**src/logic/smp_pkg.sv**
```systemverilog
// Constants, field layouts and state types of the serial master port
package smp_pkg;

   localparam logic [7:0] SMP_OFS_DATA   = 8'h04;
   localparam logic [7:0] SMP_OFS_CONFIG = 8'h08;
   localparam logic [7:0] SMP_OFS_FLAGS  = 8'h0c;

   // Config register bit positions
   localparam int SMP_CFG_RATE_LO_POS = 0;
   localparam int SMP_CFG_RATE_HI_POS = 1;
   localparam int SMP_CFG_PHASE_POS   = 2;
   localparam int SMP_CFG_IDLE_POS    = 3;
   localparam int SMP_CFG_IRQEN_POS   = 4;

   // Flags register bit positions
   localparam int SMP_FLG_BUSY_POS  = 0;
   localparam int SMP_FLG_CLASH_POS = 6;
   localparam int SMP_FLG_DONE_POS  = 7;

   localparam logic [7:0] SMP_CFG_RESET  = 8'h00;
   localparam logic [7:0] SMP_DATA_RESET = 8'h00;

   // Serial clock half periods per rate selection
   localparam int SMP_CLK_PERIOD_NS = 5;
   localparam int SMP_HALF_NS_0     = 40;
   localparam int SMP_HALF_NS_1     = 80;
   localparam int SMP_HALF_NS_2     = 160;
   localparam int SMP_HALF_NS_3     = 320;
   localparam int SMP_HALF_CYC_0    = SMP_HALF_NS_0 / SMP_CLK_PERIOD_NS;
   localparam int SMP_HALF_CYC_1    = SMP_HALF_NS_1 / SMP_CLK_PERIOD_NS;
   localparam int SMP_HALF_CYC_2    = SMP_HALF_NS_2 / SMP_CLK_PERIOD_NS;
   localparam int SMP_HALF_CYC_3    = SMP_HALF_NS_3 / SMP_CLK_PERIOD_NS;

   // Eight pulses make sixteen edges, numbered 0 to 15
   localparam logic [3:0] SMP_LAST_EDGE = 4'hf;

   typedef enum logic [1:0] {SMP_IDLE, SMP_RUN, SMP_TAIL} smp_phase_type;

   typedef struct packed {
      logic [7:0]  paddr;
      logic        psel;
      logic        penable;
      logic        pwrite;
      logic [31:0] pwdata;
   } smp_apb_req_type;

   typedef struct packed {
      logic       irq_en;
      logic       idle_level;
      logic       sample_phase;
      logic [1:0] rate_sel;
   } smp_cfg_type;

   typedef struct packed {
      smp_phase_type phase;
      smp_cfg_type   cfg;
      logic [7:0]    tx_sh;
      logic [7:0]    rx_sh;
      logic [7:0]    rx_buf;
      logic [5:0]    half_cnt;
      logic [3:0]    edge_cnt;
      logic          sck;
      logic          sout;
      logic          done;
      logic          clash;
      logic          arm_done;
      logic          arm_clash;
      logic          irq;
      logic [31:0]   prdata;
      logic          pready;
      logic          pslverr;
   } smp_state_type;

   typedef struct packed {
      logic s1;
      logic s2;
      logic s3;
      logic lvl;
   } smp_sync_type;

   localparam smp_state_type SMP_STATE_RESET = '0;
   localparam smp_sync_type  SMP_SYNC_RESET  = '0;

endpackage

```
**src/logic/smp_in_sync.sv**
```systemverilog
// Three-stage input synchroniser with agreement filter
`timescale 1ns/100ps
module smp_in_sync
   import smp_pkg::*;
(
   input  wire logic pclk,
   input  wire logic presetn,
   input  wire logic async_in,
   output logic      level
);

   smp_sync_type r;
   smp_sync_type n;

   // First stage feeds only the second; the filter looks at stages two and three
   always_comb begin
      n     = r;
      n.s1  = async_in;
      n.s2  = r.s1;
      n.s3  = r.s2;
      if (r.s2 == r.s3) begin
         n.lvl = r.s3;
      end
   end

   always_ff @(posedge pclk or negedge presetn) begin
      if (!presetn) begin
         r <= SMP_SYNC_RESET;
      end else begin
         r <= n;
      end
   end

   assign level = r.lvl;

endmodule

```
**src/logic/smp_master_port.sv**
```systemverilog
// Serial master port: APB registers, clock generator and byte shifter
// Function
// Two rate select bits choose one of four serial clock rates.
// Idle level and sample phase bits pick one of four timing modes.
// Data register write loads the shifter and sends the byte MSB first.
// Hardware sets the done flag when a byte transfer completes.
// Interrupt fires on done only if enabled and processor mask clear.
// Received byte is copied to a buffer on completion; data reads return it.
// Done flag clears by flags access while set, then data read.
// Data writes are ignored while done is set until flags are read.
// Each transfer shifts out and in together over eight clock pulses.
// Serial clock rests at the idle level whenever no transfer runs.
// Phase set: capture on second edge, falling if idle low.
// Phase clear: capture on first edge, rising if idle low.
// Each output bit is on the pin before its capture edge.
// Slave select comes from elsewhere; this port has none.
// Writing data during a transfer sets the write clash flag.
// The write clash flag never raises the interrupt.
// Write clash clears by flags read then data read.
// Three pins: serial in, serial out and serial clock out.
// Sample on capture edge, change output on the opposite edge.
// A blocked data write changes neither shifter nor receive buffer.
//
// Our own choice: the APB interface to the registers.
`timescale 1ns/100ps
module smp_master_port
   import smp_pkg::*;
(
   input  wire logic             pclk,
   input  wire logic             presetn,
   input  wire smp_apb_req_type  apb_req,
   output logic [31:0]           prdata,
   output logic                  pready,
   output logic                  pslverr,
   input  wire logic             cpu_irq_mask,
   input  wire logic             serial_in_pin,
   output logic                  serial_out_pin,
   output logic                  serial_clk_pin,
   output logic                  xfer_irq
);

   smp_state_type r;
   smp_state_type n;
   logic          sin;
   logic          setup;
   logic          acc;
   logic          wr_data;
   logic          rd_data;
   logic          rd_flags;
   logic          wr_cfg;
   logic          half_tick;
   logic          lead;
   logic          cap;
   logic          launch;
   logic          busy;
   logic          blocked;

   smp_in_sync u_sync (
      .pclk     (pclk),
      .presetn  (presetn),
      .async_in (serial_in_pin),
      .level    (sin)
   );

   // Register index: 0 unmapped, 1 data, 2 config, 3 flags
   function automatic logic [1:0] smp_decode(input logic [7:0] a);
      case (a)
         SMP_OFS_DATA:   smp_decode = 2'h1;
         SMP_OFS_CONFIG: smp_decode = 2'h2;
         SMP_OFS_FLAGS:  smp_decode = 2'h3;
         default:        smp_decode = 2'h0;
      endcase
   endfunction

   // Reload value of the half period counter
   function automatic logic [5:0] smp_half_load(input logic [1:0] rate);
      case (rate)
         2'h0:    smp_half_load = 6'(SMP_HALF_CYC_0 - 1);
         2'h1:    smp_half_load = 6'(SMP_HALF_CYC_1 - 1);
         2'h2:    smp_half_load = 6'(SMP_HALF_CYC_2 - 1);
         default: smp_half_load = 6'(SMP_HALF_CYC_3 - 1);
      endcase
   endfunction

   // No wait state: pready rises in the setup cycle's wake
   assign setup     = apb_req.psel & ~apb_req.penable;
   assign acc       = apb_req.psel & apb_req.penable & r.pready;
   assign wr_data   = acc & apb_req.pwrite
                    & (smp_decode(apb_req.paddr) == 2'h1);
   assign rd_data   = acc & ~apb_req.pwrite
                    & (smp_decode(apb_req.paddr) == 2'h1);
   assign wr_cfg    = acc & apb_req.pwrite
                    & (smp_decode(apb_req.paddr) == 2'h2);
   assign rd_flags  = acc & (smp_decode(apb_req.paddr) == 2'h3);
   assign half_tick = (r.half_cnt == 6'h00);
   assign lead      = ~r.edge_cnt[0];
   assign busy      = (r.phase != SMP_IDLE);
   assign blocked   = r.done & ~r.arm_done;
   // Phase clear captures on leading edges, phase set on trailing ones
   assign cap       = r.cfg.sample_phase ? ~lead : lead;
   assign launch    = r.cfg.sample_phase ? lead
                    : (~lead & (r.edge_cnt != SMP_LAST_EDGE));

   always_comb begin
      n         = r;
      n.pready  = 1'b0;
      n.pslverr = 1'b0;

      if (setup) begin
         n.pready  = 1'b1;
         n.pslverr = (smp_decode(apb_req.paddr) == 2'h0);
         case (smp_decode(apb_req.paddr))
            2'h1:    n.prdata = {24'h000000, r.rx_buf};
            2'h2:    n.prdata = {27'h0000000, r.cfg};
            2'h3: begin
               n.prdata = 32'h00000000;
               n.prdata[SMP_FLG_DONE_POS]  = r.done;
               n.prdata[SMP_FLG_CLASH_POS] = r.clash;
               n.prdata[SMP_FLG_BUSY_POS]  = busy;
            end
            default: n.prdata = 32'h00000000;
         endcase
      end

      if (wr_cfg) begin
         n.cfg.rate_sel[0]  = apb_req.pwdata[SMP_CFG_RATE_LO_POS];
         n.cfg.rate_sel[1]  = apb_req.pwdata[SMP_CFG_RATE_HI_POS];
         n.cfg.sample_phase = apb_req.pwdata[SMP_CFG_PHASE_POS];
         n.cfg.idle_level   = apb_req.pwdata[SMP_CFG_IDLE_POS];
         n.cfg.irq_en       = apb_req.pwdata[SMP_CFG_IRQEN_POS];
      end

      // Clear sequence: a flags access arms, a later data read clears
      if (rd_flags) begin
         n.arm_done  = r.arm_done | r.done;
         n.arm_clash = r.arm_clash | r.clash;
      end
      if (rd_data && r.arm_done) begin
         n.done     = 1'b0;
         n.arm_done = 1'b0;
      end
      if (rd_data && r.arm_clash) begin
         n.clash     = 1'b0;
         n.arm_clash = 1'b0;
      end

      if (wr_data) begin
         if (busy) begin
            // The running byte is left alone; only the flag records it
            n.clash = 1'b1;
         end else if (!blocked) begin
            n.phase    = SMP_RUN;
            n.half_cnt = smp_half_load(r.cfg.rate_sel);
            n.edge_cnt = 4'h0;
            if (r.cfg.sample_phase) begin
               n.tx_sh = apb_req.pwdata[7:0];
            end else begin
               // MSB goes out a half period before the first edge
               n.sout  = apb_req.pwdata[7];
               n.tx_sh = {apb_req.pwdata[6:0], 1'b0};
            end
         end
      end

      case (r.phase)
         SMP_IDLE: begin
            n.sck = r.cfg.idle_level;
         end
         SMP_RUN: begin
            if (half_tick) begin
               n.half_cnt = smp_half_load(r.cfg.rate_sel);
               n.sck      = ~r.sck;
               n.edge_cnt = 4'(r.edge_cnt + 4'h1);
               if (cap) begin
                  n.rx_sh = {r.rx_sh[6:0], sin};
               end
               if (launch) begin
                  n.sout  = r.tx_sh[7];
                  n.tx_sh = {r.tx_sh[6:0], 1'b0};
               end
               if (r.edge_cnt == SMP_LAST_EDGE) begin
                  n.phase = SMP_TAIL;
               end
            end else begin
               n.half_cnt = 6'(r.half_cnt - 6'h01);
            end
         end
         SMP_TAIL: begin
            // Hold the last bit a half period after the final edge
            if (half_tick) begin
               n.phase  = SMP_IDLE;
               n.done   = 1'b1;
               n.rx_buf = r.rx_sh;
            end else begin
               n.half_cnt = 6'(r.half_cnt - 6'h01);
            end
         end
         default: begin
            n.phase = SMP_IDLE;
         end
      endcase

      // The clash flag is deliberately kept out of this term
      n.irq = n.done & n.cfg.irq_en & ~cpu_irq_mask;
   end

   always_ff @(posedge pclk or negedge presetn) begin
      if (!presetn) begin
         r <= SMP_STATE_RESET;
      end else begin
         r <= n;
      end
   end

   assign prdata         = r.prdata;
   assign pready         = r.pready;
   assign pslverr        = r.pslverr;
   assign serial_out_pin = r.sout;
   assign serial_clk_pin = r.sck;
   assign xfer_irq       = r.irq;
endmodule

```
**config.mk**
```make
export PLATFORM = sky130hd
export DESIGN_NAME = smp_master_port
export DESIGN_NICKNAME = d
export VERILOG_FILES = /design/src/logic/smp_pkg.sv /design/src/logic/smp_in_sync.sv /design/src/logic/smp_master_port.sv
export SDC_FILE = /design/constraint.sdc
export NUM_CORES = 1
export LEC_CHECK = 0
export ABC_AREA = 1
export BUFFER_PORTS_ARGS = -buffer_cell sky130_fd_sc_hd__clkbuf_2
export CAP_MARGIN = 10
export CORE_ASPECT_RATIO = 2
export CORE_MARGIN = 10
export CORE_UTILIZATION = 42
export CTS_CLUSTER_SIZE = 40
export DETAILED_ROUTE_END_ITERATION = 8
export GPL_TIMING_DRIVEN = 1
export PLACE_DENSITY = 0.65
export RECOVER_POWER = 50
export SLEW_MARGIN = 10
export SYNTH_ARGS = -nofsm -noshare
export SYNTH_HDL_FRONTEND = slang
export SYNTH_SLANG_ARGS = --single-unit
```
**constraint.sdc**
```tcl
create_clock -name pclk -period 2.6 [get_ports pclk]
set_input_delay 0.52 -clock pclk [delete_from_list [all_inputs] [get_ports pclk]]
set_output_delay 0.52 -clock pclk [all_outputs]
set_load 0.02 [all_outputs]
```
==> implementation parameters <==
Parameter                              Value

Run status
  Run status    completed

Synth
  Post-Synth Simple-Gate Area    24.2%
  Fraction of the mapped netlist area in adder cells    around 2.5%
  Seq/Total Area, Yosys    45.7%
  Synthesized area per cell    8.06 um2
  Main combinational cell family by area after synthesis    simple AND/OR/NAND/NOR gates
  Count of mapped cells out of synthesis    421
  Number of distinct library cell variants in the gate-level netlist after synthesis    37
  Xor/xnor share of the synthesized area    0.516%
  Number of synthesized register bits    62
  Syn Std Cell Area    ~0.0034 mm2
  Area fraction in compound gates after synthesis    11.7%
  Mux share of post-synthesis cell area    0.627%
  Synth Warn #    0

Routing
  Wirelength, routed    7.82 mm
  Drt pass-1 iters    5
  Total DRC errors in the routed layout    0
  Final routed wire length divided by cell count    between 10 and 15 um
  Post-detailed-route count of antenna-violating nets    0
  DR vias    approximately 2700
  DR vias/cell    a little under 5
  Initial DRC count    199

STA
  Max-slew headroom    between 20% and 30%
  Fmax achieved    495 MHz
  Number of endpoints failing setup at the final stage    0
  Final clock skew    0.00583 ns
  Worst-margin pin slew    1.16 ns
  Max Slew Vio Count    0
  Final critical delay including setup and external delays    slightly above 2 ns
  Portion of the clock cycle consumed by the worst path in the final layout    77.8%
  Setup repair after global routing missed its margin    no
  Final Hold Vio Count    0
  Total negative slack for setup checks    0 ns

Global routing
  Number of antenna violations at the first check in global routing    0
  Global-route wire length before repair    12.8 mm
  All-Layer GR Usage    12.9%
  Pin count of the biggest net entering global routing    just over 40
  Global route overflow    0
  Number of global-route vias before repair    2643

Pwr
  Highest ir drop seen on vdd    0.388 mV
  Power density of the placed cells    644 mW/mm2
  Overall power    2.47 mW
  Reported leakage power    1.97 nW

Critical path
  WP data required    2.90 ns
  Cell with the biggest individual delay on the critical path    sky130_fd_sc_hd__clkbuf_2
  Ordered cell list for the critical path    clkbuf_1 -> clkbuf_2
  Gate family responsible for the most delay along the worst path    buffers and inverters
  Crit Path Class    in2async
  Number of buffer and inverter instances along the worst setup path    2
  CP Data Arrival Time    2.33 ns
  Worst Setup End Kind    asynchronous set/reset pin
  Crit start category    primary input
  Delay of the slowest cell on the worst path    roughly 0.93 ns
  Critical path fanouts, max    40

Clock network
  CTS tree    built
  TritonCTS Buffers    9
  CTS HTree Levels    3
  Max Buffers Root-to-Sink    2
  Clock slew at reported path FFs    0.06 ns
  Hold-fix buffers, CTS    0
  Post-CTS setup buffers    0
  Sink count of the clock tree    62
  Number of cells upsized or downsized after cts    0
  Worst-Skew Late Latency    0.34 ns
  Root cell of the clock tree    sky130_fd_sc_hd__clkbuf_16

Final layout
  Ant. Diodes    0
  Layout net count    508
  Leading cell type in the layout, fill and taps excluded    sky130_fd_sc_hd__nand2_1
  Area overhead of the layout relative to synthesis    13.1%
  Post-route core utilization    48.7%
  Commonest cells after routing, fill and taps aside    sky130_fd_sc_hd__nand2_1 (108), sky130_fd_sc_hd__dfrtp_1 (62), sky130_fd_sc_hd__inv_1 (45)
  Number of fill cells in the layout    786
  Share of post-route cells with drive strength above 1    ~16%

Floorplan
  Total core area    0.00789 mm2
  Die area    roughly 0.012 mm2
  Io pins    84
  Width of the die    about 84 um
  Die boundary height    approximately 150 um
  Starting utilization of the core area    between 40% and 50%
  Count of standard-cell rows    46

Hold path
  Hold Crit Class    in2reg

Placed design
  Port Buf Inserts    35
  Placer congestion estimate    0.848
  Half-perimeter wire length after placement    between 5 and 6 mm

Flow run
  Max_cap viols    0
## state kept, by name (all words and copies together), names as in the netlist
register,cells
serial_out_pin,1
pslverr,1
r,45
u_sync.n,2
u_sync.r,1
serial_clk_pin,1
xfer_irq,1
u_sync.level,1
pready,1
prdata,8
## routing by layer
layer  global-route usage (%)  vias to the layer above  wire length [um]
li1                         -                     1356                 -
met1                     13.1                     1256              2990
met2                     22.8                       73              4200
met3                     4.65                       12               486
met4                     6.40                        0               144
met5                        0                        -                 0
## power breakdown
part	switching [mW]	leakage (nW)	total (mW)	internal [mW]
clock network	0.430	0.159	1.36	0.933
logic	0.0951	1.03	0.124	0.0285
registers	0.00609	0.785	0.985	0.979
total	0.531	1.97	2.47	1.94
## cell type report
| cell class | count | area, um2 | share of cell area (%) |
|---|---|---|---|
| Clock buffer | 10 | 229 | 5.97 |
| Multi-Input combinational cell | 291 | 1430 | 37.3 |
| Tap cell | 96 | 120 | 3.13 |
| Sequential cell | 62 | 1550 | 40.4 |
| Clock inverter | 6 | 110 | 2.87 |
| Inverter | 52 | 200 | 5.22 |
| Timing Repair Buffer | 39 | 194 | 5.05 |
## worst paths after layout
kind / start / endpoint / slack, ns / cells past startpoint
setup / recovery: presetn / pready$_DFF_PN0_ / 0.58 / 2
hold reg to reg: u_sync.n[2]$_DFF_PN0_ / u_sync.n[1]$_DFF_PN0_ / 0.35 / 0
setup reg to reg: r[80]$_DFF_PN0_ / r[74]$_DFF_PN0_ / 0.63 / 8
max in group pclk: r[80]$_DFF_PN0_ / r[74]$_DFF_PN0_ / 0.63 / 8
min in group asynchronous: presetn / u_sync.n[2]$_DFF_PN0_ / 0.39 / 1
hold / removal: serial_in_pin / u_sync.n[2]$_DFF_PN0_ / 0.28 / 1
## worst reg2reg max path, delay by kind of cell, from the launching register on
family	cells	cell delay [ns]
and+or+nand+nor	3	0.48
DFF	1	0.41
AOI/OAI and AO/OA	1	0.17
adders and majority gates	1	0.28
buffers and inverters	3	0.52
## per-stage QoR
step	instances	setup slack, ns	hold WS, ns	instance area, um2
after floorplan	444	1.01	0.224	3480
after global placement	540	0.649	0.335	3520
after detailed placement	540	0.632	0.341	3520
after CTS	556	0.617	0.192	3860
after global routing	556	0.189	0.280	3840
final	556	0.578	0.284	3840
## synthesized netlist by cell type
cell | number | area (um2)
sky130_fd_sc_hd__nor3b_1 | 1 | 7.51
sky130_fd_sc_hd__nand2_1 | 108 | 405
sky130_fd_sc_hd__nor2_4 | 4 | 45.0
sky130_fd_sc_hd__mux2_1 | 1 | 11.3
sky130_fd_sc_hd__a21oi_2 | 2 | 17.5
sky130_fd_sc_hd__clkinv_1 | 2 | 7.51
sky130_fd_sc_hd__xnor2_1 | 1 | 8.76
sky130_fd_sc_hd__ha_1 | 6 | 75.1
sky130_fd_sc_hd__a21oi_1 | 23 | 115
sky130_fd_sc_hd__inv_4 | 2 | 12.5
sky130_fd_sc_hd__nand3_1 | 17 | 85.1
sky130_fd_sc_hd__nor2_1 | 38 | 143
sky130_fd_sc_hd__inv_2 | 3 | 11.3
sky130_fd_sc_hd__buf_4 | 33 | 248
sky130_fd_sc_hd__nand4_2 | 1 | 12.5
sky130_fd_sc_hd__buf_6 | 3 | 33.8
sky130_fd_sc_hd__o21ai_1 | 8 | 40.0
sky130_fd_sc_hd__o211ai_2 | 1 | 12.5
sky130_fd_sc_hd__xor2_1 | 1 | 8.76
sky130_fd_sc_hd__nand2_2 | 4 | 25.0
sky130_fd_sc_hd__maj3_1 | 1 | 10.0
sky130_fd_sc_hd__o21ai_0 | 30 | 150
sky130_fd_sc_hd__a31oi_1 | 1 | 6.26
sky130_fd_sc_hd__conb_1 | 1 | 3.75
sky130_fd_sc_hd__mux2i_1 | 1 | 10.0
sky130_fd_sc_hd__o211ai_1 | 5 | 37.5
sky130_fd_sc_hd__a31o_2 | 1 | 8.76
sky130_fd_sc_hd__nand3_2 | 2 | 20.0
sky130_fd_sc_hd__nor2_8 | 1 | 20.0
sky130_fd_sc_hd__nand4_1 | 5 | 31.3
sky130_fd_sc_hd__buf_2 | 1 | 5.00
sky130_fd_sc_hd__dfrtp_1 | 62 | 1550
sky130_fd_sc_hd__a311oi_1 | 1 | 8.76
sky130_fd_sc_hd__nor3_1 | 1 | 5.00
sky130_fd_sc_hd__inv_1 | 45 | 169
sky130_fd_sc_hd__clkbuf_1 | 2 | 7.51
sky130_fd_sc_hd__nand2_4 | 2 | 22.5
## cell families after synthesis
family                     after synthesis
other                                    1
AOI/OAI and AO/OA                       72
and+or+nand+nor                        184
xor gates and xnor gates                 2
buffers and inverters                   91
adders and majority gates                7
DFF                                     62
muxes                                    2
(Power assumes the default switching activity.)
